--- config.mk ---
export PLATFORM = sky130hd
export DESIGN_NAME = pos_steer
export DESIGN_NICKNAME = d
export VERILOG_FILES = /design/src/pos_pkg.sv /design/src/pos_steer.sv
export SDC_FILE = /design/constraint.sdc
export NUM_CORES = 1
export LEC_CHECK = 0
export ABC_AREA = 1
export ABC_CLOCK_PERIOD_IN_PS = 1700
export BUFFER_PORTS_ARGS = -buffer_cell sky130_fd_sc_hd__buf_2
export CAP_MARGIN = 20
export CORE_MARGIN = 3
export CORE_UTILIZATION = 31
export CTS_CLUSTER_SIZE = 12
export DETAILED_ROUTE_END_ITERATION = 16
export PLACE_DENSITY_LB_ADDON = 0.2
export SLEW_MARGIN = 20
export SYNTH_ARGS = -nofsm -noshare
export SYNTH_HDL_FRONTEND = slang
export SYNTH_SLANG_ARGS = --single-unit
--- constraint.sdc ---
create_clock -name clk -period 1.7 [get_ports clk]
set_clock_uncertainty 0.2 [all_clocks]
set_input_delay 0.34 -clock clk [delete_from_list [all_inputs] [get_ports clk]]
set_output_delay 0.34 -clock clk [all_outputs]
set_load 0.005 [all_outputs]
--- src/pos_pkg.sv ---
// package: register map, field positions, reset values and types of the steering block
package pos_pkg;

    // ************************************************
    // register byte addresses on the apb bus
    // ************************************************
    localparam logic [7:0] POS_ADDR_STEER   = 8'h00;
    localparam logic [7:0] POS_ADDR_SYNCMOD = 8'h04;
    localparam logic [7:0] POS_ADDR_INT     = 8'h08;
    localparam logic [7:0] POS_ADDR_MODE    = 8'h0c;
    localparam logic [7:0] POS_ADDR_PHASE   = 8'h10;
    localparam logic [7:0] POS_ADDR_DUTY    = 8'h14;
    localparam logic [7:0] POS_ADDR_PERIOD  = 8'h18;
    localparam logic [7:0] POS_ADDR_TIMER   = 8'h1c;

    // ************************************************
    // field positions
    // ************************************************
    localparam int POS_SYNC_BIT   = 7;
    localparam int POS_LSMEN_BIT  = 1;
    localparam int POS_HSMEN_BIT  = 0;
    localparam int POS_IE_LSB     = 4;
    localparam int POS_IF_LSB     = 0;

    // ************************************************
    // reset values and time-base maximum
    // ************************************************
    localparam logic [5:0]  POS_STEER_RST   = 6'h01;
    localparam logic [7:0]  POS_SYNCMOD_RST = 8'h00;
    localparam logic [7:0]  POS_INT_RST     = 8'h00;
    localparam logic [3:0]  POS_MODE_RST    = 4'h0;
    localparam logic [15:0] POS_VAL_RST     = 16'h0000;
    localparam logic [15:0] POS_TMR_MAX     = 16'hffff;

    // ************************************************
    // modes and carriers
    // ************************************************
    localparam logic [3:0] POS_MODE_SINGLE = 4'b0000;
    localparam logic [3:0] POS_MODE_COMPL  = 4'b0001;
    localparam logic [3:0] POS_MODE_3PHASE = 4'b1100;

    typedef struct packed {
        logic        psel;
        logic        penable;
        logic        pwrite;
        logic [7:0]  paddr;
        logic [31:0] pwdata;
    } pos_apb_req_s;

    typedef struct packed {
        logic        pready;
        logic        pslverr;
        logic [31:0] prdata;
    } pos_apb_rsp_s;

    typedef struct packed {
        logic pwm;
        logic mod_src;
        logic period_evt;
    } pos_src_s;

endpackage : pos_pkg

--- src/pos_steer.sv ---
// module: pwm output steering and time-base flag logic with apb registers
//
// Added by the designer: the APB slave port and the register addresses.
`timescale 1ns/1ps
`default_nettype none

module pos_steer
    import pos_pkg::*;
#(
    parameter bit SECOND_INSTANCE = 1'b0,
    parameter int TMR_W           = 16
) (
    // clock and reset
    input  wire logic                  clk,
    input  wire logic                  reset,
    // apb slave
    input  wire pos_pkg::pos_apb_req_s apb_req,
    output var  pos_pkg::pos_apb_rsp_s apb_rsp,
    // pwm sources, same clock domain
    input  wire pos_pkg::pos_src_s     src,
    // time base
    input  wire logic [15:0]           timebase_counter,
    // pins and interrupt
    output logic                       out_a,
    output logic                       out_b,
    output logic                       out_c,
    output logic                       out_d,
    output logic                       out_e,
    output logic                       out_f,
    output logic                       irq
);
    import pos_pkg::*;

    initial begin
        if (TMR_W != 16) begin
            $error("pos_steer: time base must be 16 bits wide");
        end
    end

    // ************************************************
    // register state
    // ************************************************
    logic [5:0]  steer_q;
    logic [5:0]  steer_act_q;
    logic        steer_sync_q;
    logic        low_side_mod_en_q;
    logic        high_side_mod_en_q;
    logic [3:0]  irq_en_q;
    logic [3:0]  flag_q;
    logic [3:0]  config_select_q;
    logic [15:0] phase_value_q;
    logic [15:0] duty_value_q;
    logic [15:0] period_value_q;
    logic [15:0] tmr_prev_q;
    logic        pready_q;
    logic [31:0] prdata_q;
    logic        pslverr_q;

    logic        wr_en;
    logic        rd_en;
    logic [5:0]  steer_mask;
    logic [5:0]  wdata_steer;
    logic [3:0]  evt;

    // second instance has no c..f steering bits
    assign steer_mask  = SECOND_INSTANCE ? 6'h03 : 6'h3f;
    assign wdata_steer = apb_req.pwdata[5:0] & steer_mask;

    // one wait state: pready rises in the second access cycle
    assign wr_en = apb_req.psel & apb_req.penable & apb_req.pwrite
                 & ~pready_q;
    assign rd_en = apb_req.psel & ~apb_req.penable & ~apb_req.pwrite;

    // ************************************************
    // control registers
    // ************************************************
    always_ff @(posedge clk) begin
        if (reset) begin
            steer_q <= POS_STEER_RST;
        end else if (wr_en && apb_req.paddr == POS_ADDR_STEER) begin
            steer_q <= wdata_steer;
        end
    end

    always_ff @(posedge clk) begin
        if (reset) begin
            steer_sync_q       <= POS_SYNCMOD_RST[POS_SYNC_BIT];
            low_side_mod_en_q  <= POS_SYNCMOD_RST[POS_LSMEN_BIT];
            high_side_mod_en_q <= POS_SYNCMOD_RST[POS_HSMEN_BIT];
        end else if (wr_en && apb_req.paddr == POS_ADDR_SYNCMOD) begin
            steer_sync_q       <= apb_req.pwdata[POS_SYNC_BIT];
            low_side_mod_en_q  <= apb_req.pwdata[POS_LSMEN_BIT];
            high_side_mod_en_q <= apb_req.pwdata[POS_HSMEN_BIT];
        end
    end

    always_ff @(posedge clk) begin
        if (reset) begin
            config_select_q <= POS_MODE_RST;
            phase_value_q   <= POS_VAL_RST;
            duty_value_q    <= POS_VAL_RST;
            period_value_q  <= POS_VAL_RST;
        end else if (wr_en) begin
            if (apb_req.paddr == POS_ADDR_MODE) begin
                config_select_q <= apb_req.pwdata[3:0];
            end
            if (apb_req.paddr == POS_ADDR_PHASE) begin
                phase_value_q <= apb_req.pwdata[15:0];
            end
            if (apb_req.paddr == POS_ADDR_DUTY) begin
                duty_value_q <= apb_req.pwdata[15:0];
            end
            if (apb_req.paddr == POS_ADDR_PERIOD) begin
                period_value_q <= apb_req.pwdata[15:0];
            end
        end
    end

    // ************************************************
    // steering update point
    // ************************************************
    // with sync on, copy waits for the period event so a half period never
    // reaches the switches with a mixed combination
    always_ff @(posedge clk) begin
        if (reset) begin
            steer_act_q <= POS_STEER_RST;
        end else if (!steer_sync_q || src.period_evt) begin
            steer_act_q <= steer_q;
        end
    end

    // ************************************************
    // time-base events and flags
    // ************************************************
    always_ff @(posedge clk) begin
        if (reset) begin
            tmr_prev_q <= POS_VAL_RST;
        end else begin
            tmr_prev_q <= timebase_counter;
        end
    end

    // match is edge-qualified so a stalled counter flags once
    always_comb begin
        evt[3] = (tmr_prev_q == POS_TMR_MAX)
               && (timebase_counter == POS_VAL_RST);
        evt[2] = (timebase_counter == phase_value_q)
               && (tmr_prev_q != timebase_counter);
        evt[1] = (timebase_counter == duty_value_q)
               && (tmr_prev_q != timebase_counter);
        evt[0] = (timebase_counter == period_value_q)
               && (tmr_prev_q != timebase_counter);
    end

    always_ff @(posedge clk) begin
        if (reset) begin
            irq_en_q <= POS_INT_RST[7:4];
        end else if (wr_en && apb_req.paddr == POS_ADDR_INT) begin
            irq_en_q <= apb_req.pwdata[7:POS_IE_LSB];
        end
    end

    // a new event wins over a software clear in the same cycle
    always_ff @(posedge clk) begin
        if (reset) begin
            flag_q <= POS_INT_RST[3:0];
        end else if (wr_en && apb_req.paddr == POS_ADDR_INT) begin
            flag_q <= (apb_req.pwdata[3:POS_IF_LSB] & flag_q) | evt;
        end else begin
            flag_q <= flag_q | evt;
        end
    end

    always_ff @(posedge clk) begin
        if (reset) begin
            irq <= 1'b0;
        end else begin
            irq <= |(flag_q & irq_en_q);
        end
    end

    // ************************************************
    // apb read path
    // ************************************************
    always_ff @(posedge clk) begin
        if (reset) begin
            pready_q <= 1'b0;
        end else begin
            pready_q <= apb_req.psel & apb_req.penable & ~pready_q;
        end
    end

    always_ff @(posedge clk) begin
        if (reset) begin
            prdata_q  <= 32'h0000_0000;
            pslverr_q <= 1'b0;
        end else if (rd_en) begin
            pslverr_q <= 1'b0;
            unique case (apb_req.paddr)
                POS_ADDR_STEER:   prdata_q <= {26'h0, steer_q};
                POS_ADDR_SYNCMOD: prdata_q <= {24'h0, steer_sync_q, 5'h00,
                                     low_side_mod_en_q, high_side_mod_en_q};
                POS_ADDR_INT:     prdata_q <= {24'h0, irq_en_q, flag_q};
                POS_ADDR_MODE:    prdata_q <= {28'h0, config_select_q};
                POS_ADDR_PHASE:   prdata_q <= {16'h0, phase_value_q};
                POS_ADDR_DUTY:    prdata_q <= {16'h0, duty_value_q};
                POS_ADDR_PERIOD:  prdata_q <= {16'h0, period_value_q};
                POS_ADDR_TIMER:   prdata_q <= {16'h0, timebase_counter};
                default: begin
                    prdata_q  <= 32'h0000_0000;
                    pslverr_q <= 1'b1;
                end
            endcase
        end else if (apb_req.psel && !apb_req.penable) begin
            prdata_q  <= 32'h0000_0000;
            pslverr_q <= !(apb_req.paddr <= POS_ADDR_TIMER
                           && apb_req.paddr[1:0] == 2'b00);
        end
    end

    always_comb begin
        apb_rsp.pready  = pready_q;
        apb_rsp.prdata  = prdata_q;
        apb_rsp.pslverr = pslverr_q & pready_q;
    end

    // ************************************************
    // output steering
    // ************************************************
    logic [5:0] lvl;
    logic [5:0] pin_d;

    // 3-phase pairs, bit order f e d c b a; lowest set bit wins
    always_comb begin
        lvl = 6'b000000;
        if (steer_act_q[0]) begin
            lvl = 6'b001001;
        end else if (steer_act_q[1]) begin
            lvl = 6'b100001;
        end else if (steer_act_q[2]) begin
            lvl = 6'b100100;
        end else if (steer_act_q[3]) begin
            lvl = 6'b000110;
        end else if (steer_act_q[4]) begin
            lvl = 6'b010010;
        end else if (steer_act_q[5]) begin
            lvl = 6'b011000;
        end
    end

    always_comb begin
        pin_d = 6'b000000;
        if (config_select_q == POS_MODE_SINGLE) begin
            pin_d = steer_act_q & {6{src.pwm}};
        end else if (config_select_q == POS_MODE_COMPL) begin
            // a, c, e carry true pwm; b, d complementary; f true
            pin_d = steer_act_q & {src.pwm, src.pwm, ~src.pwm,
                                   src.pwm, ~src.pwm, src.pwm};
        end else if (config_select_q == POS_MODE_3PHASE) begin
            pin_d = lvl;
            if (low_side_mod_en_q) begin
                pin_d[1] = lvl[1] & src.mod_src;
                pin_d[3] = lvl[3] & src.mod_src;
                pin_d[5] = lvl[5] & src.mod_src;
            end
            if (high_side_mod_en_q) begin
                pin_d[0] = lvl[0] & src.mod_src;
                pin_d[2] = lvl[2] & src.mod_src;
                pin_d[4] = lvl[4] & src.mod_src;
            end
        end
    end

    always_ff @(posedge clk) begin
        if (reset) begin
            {out_f, out_e, out_d, out_c, out_b, out_a} <= 6'b000000;
        end else begin
            {out_f, out_e, out_d, out_c, out_b, out_a} <= pin_d;
        end
    end

endmodule // pos_steer

`default_nettype wire

==> results of run 1 <==
## synth_stat cells (all sizes together)
| library cell | number |
|---|---|
| a31oi | 1 |
| inv | 81 |
| nand4 | 17 |
| nand2 | 184 |
| xnor2 | 31 |
| nor4 | 1 |
| a21boi | 1 |
| dfxtp | 116 |
| clkbuf | 17 |
| a41oi | 2 |
| nor2 | 112 |
| a21oi | 84 |
| nor3 | 1 |
| nand3 | 78 |
| buf | 48 |
| xor2 | 15 |
| o21ai | 89 |
| conb | 1 |
| o211ai | 1 |
## cells by family (layout without fill, tap and decap cells)
group / Yosys count / in the layout / synth area share
and+or+nand+nor: 393 / 393 / 0.290
AOI/OAI and AO/OA: 178 / 178 / 0.148
buffers and inverters: 146 / 245 / 0.117
DFF: 116 / 116 / 0.379
xor gates and xnor gates: 46 / 46 / 0.0658
other: 1 / 16 / 0.000612
## where the power goes
group | internal (W) | switching (W) | leakage (nW) | total, W
clock network | 0.00201 | 0.00137 | 0.253 | 0.00338
logic | 0.000203 | 0.000336 | 2.03 | 0.000538
registers | 0.00274 | 0.0000151 | 0.939 | 0.00276
## how the worst max path moves through the flow
stage / startpoint / endpoint / depth (start not counted)
after global placement: apb_req[38] / prdata_q[7] / 11
final: apb_req[41] / period_value_q[12] / 8
after CTS: apb_req[41] / phase_value_q[9] / 8
after global routing: apb_req[41] / period_value_q[15] / 8
after floorplan: apb_req[42] / period_value_q[11] / 8
after detailed placement: apb_req[39] / prdata_q[7] / 10
## worst max-delay path: cells and delay by family
| kind | cells | cell delay, ps |
|---|---|---|
| compound gates | 1 | 150 |
| buf+inv | 5 | 1090 |
| simple gates | 2 | 220 |
## state kept, by name, indices dropped and copies added (netlist names), 6 cells and up
| signal | cells |
|---|---|
| phase_value_q | 16 |
| prdata_q | 16 |
| steer_act_q | 6 |
| tmr_prev_q | 16 |
| duty_value_q | 16 |
| steer_q | 6 |
| period_value_q | 16 |
## final cells by class
class	count	area share
clock buffers	17	0.0560
clock inverters	15	0.0180
inverters	81	0.0414
multi-input cells	633	0.414
flip-flops and latches	116	0.306
well taps	260	0.0428
repair buffers	132	0.122
## metrics by stage
stage	power [W]	hold WS (ps)
final	0.00668	22.8
after global routing	0.00693	13.2
after CTS	0.00675	0.739
after detailed placement	0.00335	253
after global placement	0.00335	251
after floorplan	0.00315	239
## timing repair
| action | 4_1_cts | 5_1_grt |
|---|---|---|
| hold endpoints to repair | 1 | 0 |
| hold buffers | 1 | 0 |
| setup buffers | 0 | 3 |
| gates resized for setup | 0 | 13 |
| endpoints found under the setup margin | 0 | 35 |
## layer usage
| layer | up-vias | wire [µm] | track usage |
|---|---|---|---|
| met4 | 0 | 380 | 0.0597 |
| met3 | 27 | 818 | 0.0379 |
| met1 | 2583 | 9600 | 0.254 |
| met2 | 159 | 7690 | 0.254 |
| li1 | 3019 | - | - |
| met5 | - | 0 | 0 |
==> results.toml, run 1 <==
[run_status]
outcome = "finished, final reports clean"

[clock_tree]
clockBufferDepth = 2
htreeDepth = 4
clk_pin_slew_ps = 60
clock_latency_ps = 420
root_buffer = "clkbuf_16"
numCtsBuffers = 17
cts_sinks = 116
cts_tree = "yes"

[drt]
wl_per_cell_um = 14.7
ant_nets = 0
drtIter0Drc = 456
vias = 5788
drt-vias-per-instance = 4.62
drt_pre_antenna_iters = 5
wirelength_mm = 18.5
drcViolationCount = 0

[sta]
period_share = 0.974
fmax_mhz = 604
tns_ps = 0
layout_min_cycle_time_ps = 1660
layout_setup_ws_ps = 43.6
hold_viol_final = 0
rsz0062_at_grt = "true"
final_max_slew_viol_count = 0
setup-violations-final = 0

[synthesis]
synth_largest_area_cell = "dfxtp_1"
yosysSeqAreaShare = 0.379
ys_warn_count = 0
ys_top_cells_by_area = "dfxtp_1 38%, nand2_1 11%, a21oi_1 6.9%"
synth_cell_types = 32
ys_ff_latch = 116
synth_cells = 880
synth_top_area_frac = 0.379
netlist_area_mm2 = 0.00612
avgSynthCellArea_um2 = 6.96

[setup_path]
rrSetupSlack_ps = 110
r2r_start = "pready_q"
reg2reg_depth = 7
worstSetupPathType = "input pin to flop"
arrival_ps = 1810
cp-start-kind = "input pin"
crit_required_ps = 1850
critPathMaxStageDelay_ps = 550
slowest_stage = "dlygate4sd3_1"
crit_chain = "dlygate4sd3_1, buf_6, nand3_4, inv_6, nand3_2, buf_12, buf_4, a21oi_1"
timing.rr.end = "period_value_q[12]"
cp-end-kind = "flop"
cp_max_fo = 18

[finish]
layout_commonest_cell = "nand2_1"
regArea_mm2 = 0.00232
final_cell_mix = "175 x nand2_1, 116 x dfxtp_1, 98 x nor2_1"
n_antenna_cell = 0
fillers = 2056
multiInputGateArea_mm2 = 0.00315
layout-drive-gt1-share = 0.201
area_delta_synth_final_pct = 24.0
layout.cells.non_filler = 1254
finalNetCount = 1045
final_core_util = 0.398
stdcell_area_mm2 = 0.00759

[grt]
grt_pass1_wl_mm = 29.3
gr-total-overflow = 0
grt_pass1_vias = 5400
antenna_found_initial = 0
grt_max_degree = 61
track_usage = 0.174

[flow_run]
drv_cap = 0

[placement]
dp.cells = 1217
dp_hpwl_mm = 14.0
pre_cts_ws_ps = -124
gp_congestion = 0.851
port_buffers = 72
dpl_cell_area_mm2 = 0.00697

[worst_hold_path]
hold_depth = 3
hold_class = "input pin to flop"
hp-start = "apb_req[9]"
holdPathEnd = "duty_value_q[9]"

[die]
die_h_um = 147
ios = 105
die_w_um = 147
row_count = 50
coreArea_mm2 = 0.0191
initial_core_util = 0.321
die-area_mm2 = 0.0215

[pwr]
ir_worst_vdd_v = 0.000558
p_per_area_mw_per_mm2 = 880
p_leak_nw = 3.22
No activity file was read; power rests on OpenSTA's default activity.
==> inputs of run 2 (changes only) <==
--- a/config.mk
+++ b/config.mk
@@ -6,11 +6,12 @@
 export NUM_CORES = 1
 export LEC_CHECK = 0
 export ABC_AREA = 1
-export ABC_CLOCK_PERIOD_IN_PS = 1700
+export ABC_CLOCK_PERIOD_IN_PS = 1400
 export BUFFER_PORTS_ARGS = -buffer_cell sky130_fd_sc_hd__buf_2
 export CAP_MARGIN = 20
 export CORE_MARGIN = 3
 export CORE_UTILIZATION = 31
+export CTS_CLUSTER_DIAMETER = 150
 export CTS_CLUSTER_SIZE = 12
 export DETAILED_ROUTE_END_ITERATION = 16
 export PLACE_DENSITY_LB_ADDON = 0.2
==> constraint.sdc (replaced) <==
create_clock -name clk -period 1.4 [get_ports clk]
set_clock_uncertainty 0.2 [all_clocks]
set_input_delay 0.28 -clock clk [delete_from_list [all_inputs] [get_ports clk]]
set_output_delay 0.28 -clock clk [all_outputs]
set_load 0.005 [all_outputs]
==> results.toml, run 2 (synthesis results as in run 1) <==
[run_status]
outcome = "finished, violations left"
violations = "hold timing, setup timing"

[grt]
gr-total-overflow = 0
grt_max_degree = 38
grt_pass1_vias = 5875
grt_pass1_wl_mm = 31.7
antenna_found_initial = 0
track_usage = 0.188

[pwr]
p_seq_frac = 0.373
finalPower_w = 0.00900
intPower_w = 0.00672
p_per_area_mw_per_mm2 = 1010
p_leak_nw = 3.74
power_frac_comb = 0.092
power_switching_w = 0.00228
pwr-share-clk = 0.535
swShare = 0.253
ir_worst_vdd_v = 0.000787

[finish]
stdcell_area_mm2 = 0.00895
multiInputGateArea_mm2 = 0.00363
layout-drive-gt1-share = 0.333
layout_commonest_cell = "nand2_1"
finalNetCount = 1111
n_antenna_cell = 0
regArea_mm2 = 0.00233
fillers = 1928
final_cell_mix = "152 x nand2_1, 107 x dfxtp_1, 89 x nor2_1"
area_delta_synth_final_pct = 46.1
final_core_util = 0.469
layout.cells.non_filler = 1320

[clock_tree]
clockBufferDepth = 2
htreeDepth = 4
cts_tree = "yes"
clk_pin_slew_ps = 60
numCtsBuffers = 17
clock_latency_ps = 430
root_buffer = "clkbuf_16"
cts_sinks = 116

[setup_path]
slowest_stage = "dfxtp_2"
rrSetupSlack_ps = -140
timing.rr.end = "phase_value_q[0]"
cp-end-kind = "output port"
cp_max_fo = 2
cp-start-kind = "flop"
reg2reg_depth = 7
r2r_start = "pready_q"
crit_chain = "buf_6, nand2_4, inv_2, buf_2"
crit_family = "flip-flops"
crit_required_ps = 920
critPathBufInv = 3
arrival_ps = 1070
critPathMaxStageDelay_ps = 350
worstSetupPathType = "flop to output port"

[worst_hold_path]
holdPathEnd = "pready_q"
hp-start = "apb_req[42]"
hold_class = "input pin to flop"
hold_depth = 5

[sta]
final_max_slew_viol_count = 0
fmax_mhz = 646
setup-violations-final = 71
layout_setup_ws_ps = -148
rsz0062_at_grt = "true"
layout_min_cycle_time_ps = 1550
hold_viol_final = 2
period_share = 1.11
fin_hold_ws_ps = -19.5

[drt]
vias = 6206
wirelength_mm = 20.0
ant_nets = 0
drtIter0Drc = 461
drt-vias-per-instance = 4.70
wl_per_cell_um = 15.1
drcViolationCount = 0
drt_pre_antenna_iters = 5

[flow_run]
drv_cap = 0

[placement]
dp.cells = 1251
dp_hpwl_mm = 14.2
port_buffers = 72
gp_congestion = 0.815
dpl_cell_area_mm2 = 0.00733

[die]
ios = 105
die_h_um = 147
die-area_mm2 = 0.0215
die_w_um = 147
row_count = 50
initial_core_util = 0.321
coreArea_mm2 = 0.0191
[run 2: cell types whose count changed in the layout (fill, tap and decap cells not counted), moves of 11 or more]
cell	change
a21oi_1	-26
a21oi_2	+25
buf_4	+29
buf_6	+11
dlygate4sd3_1	+14
nand2_1	-23
nand2_4	+16
o21ai_0	-29
o21ai_2	+21
[run 2: layout make-up]
| type | instances | share of cell area |
|---|---|---|
| Multi-Input combinational cell | 633 | 0.405 |
| Sequential cell | 116 | 0.261 |
| Timing Repair Buffer | 198 | 0.188 |
| Clock buffer | 17 | 0.0475 |
| Inverter | 81 | 0.0371 |
| Tap cell | 260 | 0.0364 |
| Clock inverter | 15 | 0.0248 |
[run 2: worst max path at each step]
| stage | cells after the start | startpoint | to |
|---|---|---|---|
| floorplan | 9 | apb_req[38] | phase_value_q[10] |
| global placement | 9 | apb_req[38] | prdata_q[9] |
| detailed placement | 9 | apb_req[38] | prdata_q[9] |
| CTS | 4 | pready_q | apb_rsp[32] |
| global route | 7 | pready_q | phase_value_q[0] |
| finish | 4 | pready_q | apb_rsp[32] |
[run 2: layer usage]
layer / up-vias / GRT usage / wire [µm]
met5: - / 0 / 0
li1: 3159 / - / -
met4: 0 / 0.0649 / 291
met1: 2855 / 0.259 / 9460
met3: 26 / 0.0487 / 1340
met2: 166 / 0.286 / 8890
[run 2: power groups by stage]
stage	Clock, W	Sequential [W]	Combinational [W]
2_1_floorplan	0	0.00342	0.000413
3_3_place_gp	0	0.00342	0.000706
3_5_place_dp	0	0.00342	0.000707
4_1_cts	0.00489	0.00335	0.000794
5_1_grt	0.00504	0.00335	0.000904
6_report	0.00482	0.00335	0.000828
[run 2: metrics by stage]
step | hold slack (ps) | setup WS (ps) | TNS [ps]
6_report | -19.5 | -148 | -5650
5_1_grt | 6.97 | -269 | -12090
4_1_cts | -35.3 | -175 | -6680
3_5_place_dp | 253 | -304 | -19070
3_3_place_gp | 251 | -303 | -18280
2_1_floorplan | 193 | -9.14 | -65.7
[run 2: tightest hold or removal path, cell delays in order]
cell,delay (ps)
buf_2,110
inv_4,50
nor2_4,40
nand2_1,50
nor2_1,40
[run 2: timing repair]
| action | 4_1_cts | 5_1_grt |
|---|---|---|
| hold buffers | 16 | 0 |
| buffers inserted | 12 | 9 |
| endpoints found under the hold margin | 32 | 0 |
| gates cloned | 3 | 0 |
| gates resized for setup | 97 | 81 |
| pin swaps | 16 | 24 |
| setup endpoints to repair | 69 | 81 |
==> inputs of run 3 (changes only) <==
--- a/config.mk
+++ b/config.mk
@@ -10,7 +10,7 @@
 export BUFFER_PORTS_ARGS = -buffer_cell sky130_fd_sc_hd__buf_2
 export CAP_MARGIN = 20
 export CORE_MARGIN = 3
-export CORE_UTILIZATION = 31
+export CORE_UTILIZATION = 50
 export CTS_CLUSTER_DIAMETER = 150
 export CTS_CLUSTER_SIZE = 12
 export DETAILED_ROUTE_END_ITERATION = 16
==> constraint.sdc (replaced) <==
create_clock -name clk -period 1.4 [get_ports clk]
set_clock_uncertainty 0.2 [all_clocks]
set_input_delay 0.28 -clock clk [delete_from_list [all_inputs] [get_ports clk]]
set_output_delay 0.28 -clock clk [all_outputs]
set_load 0.01 [all_outputs]
==> results.toml, run 3 (synthesis results as in run 1) <==
[clock_tree]
htreeDepth = 4
clk_pin_slew_ps = 60
root_buffer = "clkbuf_16"
cts_tree = "yes"
numCtsBuffers = 17
cts_sinks = 116
clockBufferDepth = 2
clock_latency_ps = 430

[die]
initial_core_util = 0.523
die-area_mm2 = 0.0136
die_w_um = 117
die_h_um = 117
coreArea_mm2 = 0.0117
row_count = 39
ios = 105

[finish]
n_antenna_cell = 0
layout_commonest_cell = "nand2_1"
final_cell_mix = "154 x nand2_1, 108 x dfxtp_1, 94 x nor2_1"
final_core_util = 0.763
finalNetCount = 1113
area_delta_synth_final_pct = 45.9
layout-drive-gt1-share = 0.331

[sta]
setup-violations-final = 72
hold_viol_final = 0
rsz0062_at_grt = "true"
final_max_slew_viol_count = 0
tns_ps = -8720
layout_setup_ws_ps = -242
period_share = 1.17
layout_min_cycle_time_ps = 1640
fmax_mhz = 609

[pwr]
p_per_area_mw_per_mm2 = 989
finalPower_w = 0.00884
ir_worst_vdd_v = 0.000946
p_leak_nw = 3.75

[setup_path]
arrival_ps = 1760
crit_chain = "nor2_4, nand3_4, buf_4, nor2_4, buf_4, inv_8, o21ai_1, a21oi_1"
slowest_stage = "dfxtp_2"
critPathBufInv = 3
cp_max_fo = 20
cp-start-kind = "flop"
crit_family = "buffers and inverters"
cp-end-kind = "flop"
crit_required_ps = 1520
timing.rr.end = "phase_value_q[13]"
reg2reg_depth = 8
r2r_start = "pready_q"
rrSetupSlack_ps = -240
worstSetupPathType = "flop to flop"
critPathMaxStageDelay_ps = 340

[drt]
drcViolationCount = 0
drtIter0Drc = 793
wirelength_mm = 22.0
wl_per_cell_um = 18.2
vias = 6972
ant_nets = 0
drt_pre_antenna_iters = 6
drt-vias-per-instance = 5.79

[grt]
grt_max_degree = 61
grt_pass1_vias = 5873
gr-total-overflow = 0
grt_pass1_wl_mm = 29.9
antenna_found_initial = 0
track_usage = 0.287

[flow_run]
drv_cap = 0

[run_status]
violations = "setup timing"
outcome = "finished, violations left"

[worst_hold_path]
hold_depth = 4
hp-start = "timebase_counter[2]"
hold_class = "input pin to flop"
holdPathEnd = "tmr_prev_q[2]"

[placement]
dp_hpwl_mm = 12.6
port_buffers = 72
gp_congestion = 0.910
## run 3: cell count changes in the layout (fill, tap and decap cells not counted), moves of 4 or more
| cell | delta |
|---|---|
| nand2_4 | -13 |
| clkinv_2 | +6 |
| inv_6 | -5 |
| nand2_2 | +11 |
| nand3_1 | -10 |
| nand3_2 | +10 |
| nor2_1 | +5 |
| buf_4 | -15 |
| nor2_2 | -8 |
| dlygate4sd3_1 | +9 |
| o21ai_2 | +5 |
| buf_12 | +4 |
## run 3: how the worst max path moves through the flow
stage / from / endpoint / slack (ps) / cells after the start
3_5_place_dp: apb_req[38] / prdata_q[7] / -390 / 11
4_1_cts: pready_q / apb_rsp[32] / -170 / 4
5_1_grt: pready_q / phase_value_q[4] / -300 / 8
2_1_floorplan: apb_req[38] / phase_value_q[10] / -9 / 9
3_3_place_gp: apb_req[38] / prdata_q[7] / -330 / 11
6_report: pready_q / phase_value_q[13] / -240 / 8
## run 3: routing by layer
| layer | global-route usage | vias to the layer above | routed length (µm) |
|---|---|---|---|
| met5 | 0 | - | 0 |
| met4 | 0.103 | 0 | 1060 |
| met3 | 0.0751 | 128 | 2430 |
| met2 | 0.452 | 510 | 9820 |
| met1 | 0.382 | 3172 | 8680 |
| li1 | - | 3162 | - |
## run 3: worst register-to-register path, stage by stage (launching register included)
cell     delay [ps]
dfxtp_2         340
nor2_4          110
nand3_4         130
buf_4           180
nor2_4          100
buf_4           150
inv_8            70
o21ai_1         190
a21oi_1          80
## run 3: per-stage QoR
step                      worst slack, ps  hold WS, ps  cells  instance area (µm²)
after floorplan                     -9.14          193    895                 6230
after global placement               -330          252   1112                 7080
after detailed placement             -392          260   1112                 7080
after CTS                            -171         6.65   1183                 8460
after global routing                 -302         18.2   1205                 8940
final                                -242         18.1   1205                 8940
## run 3: repair_timing
action                                 CTS  global route
pin swaps                               41            24
hold buffers                            24             0
cloned                                   4             4
resized for setup                      100            85
setup endpoints to repair               70            93
buffers inserted                        11            20
endpoints found under the hold margin   40             0
## run 3: layout make-up
cell class                 instances  area (µm²)
clock inverter                    11         158
multi-input combinational        635        3640
inverter                          81         344
timing repair buffer             198        1830
fill                             815        2770
sequential                       116        2330
clock buffer                      21         450
tap                              143         179
## run 3: where the power goes
group | switching [W] | internal (W)
sequential | 0.0000203 | 0.00333
clock | 0.00159 | 0.00300
combinational | 0.000511 | 0.000385
total | 0.00212 | 0.00672
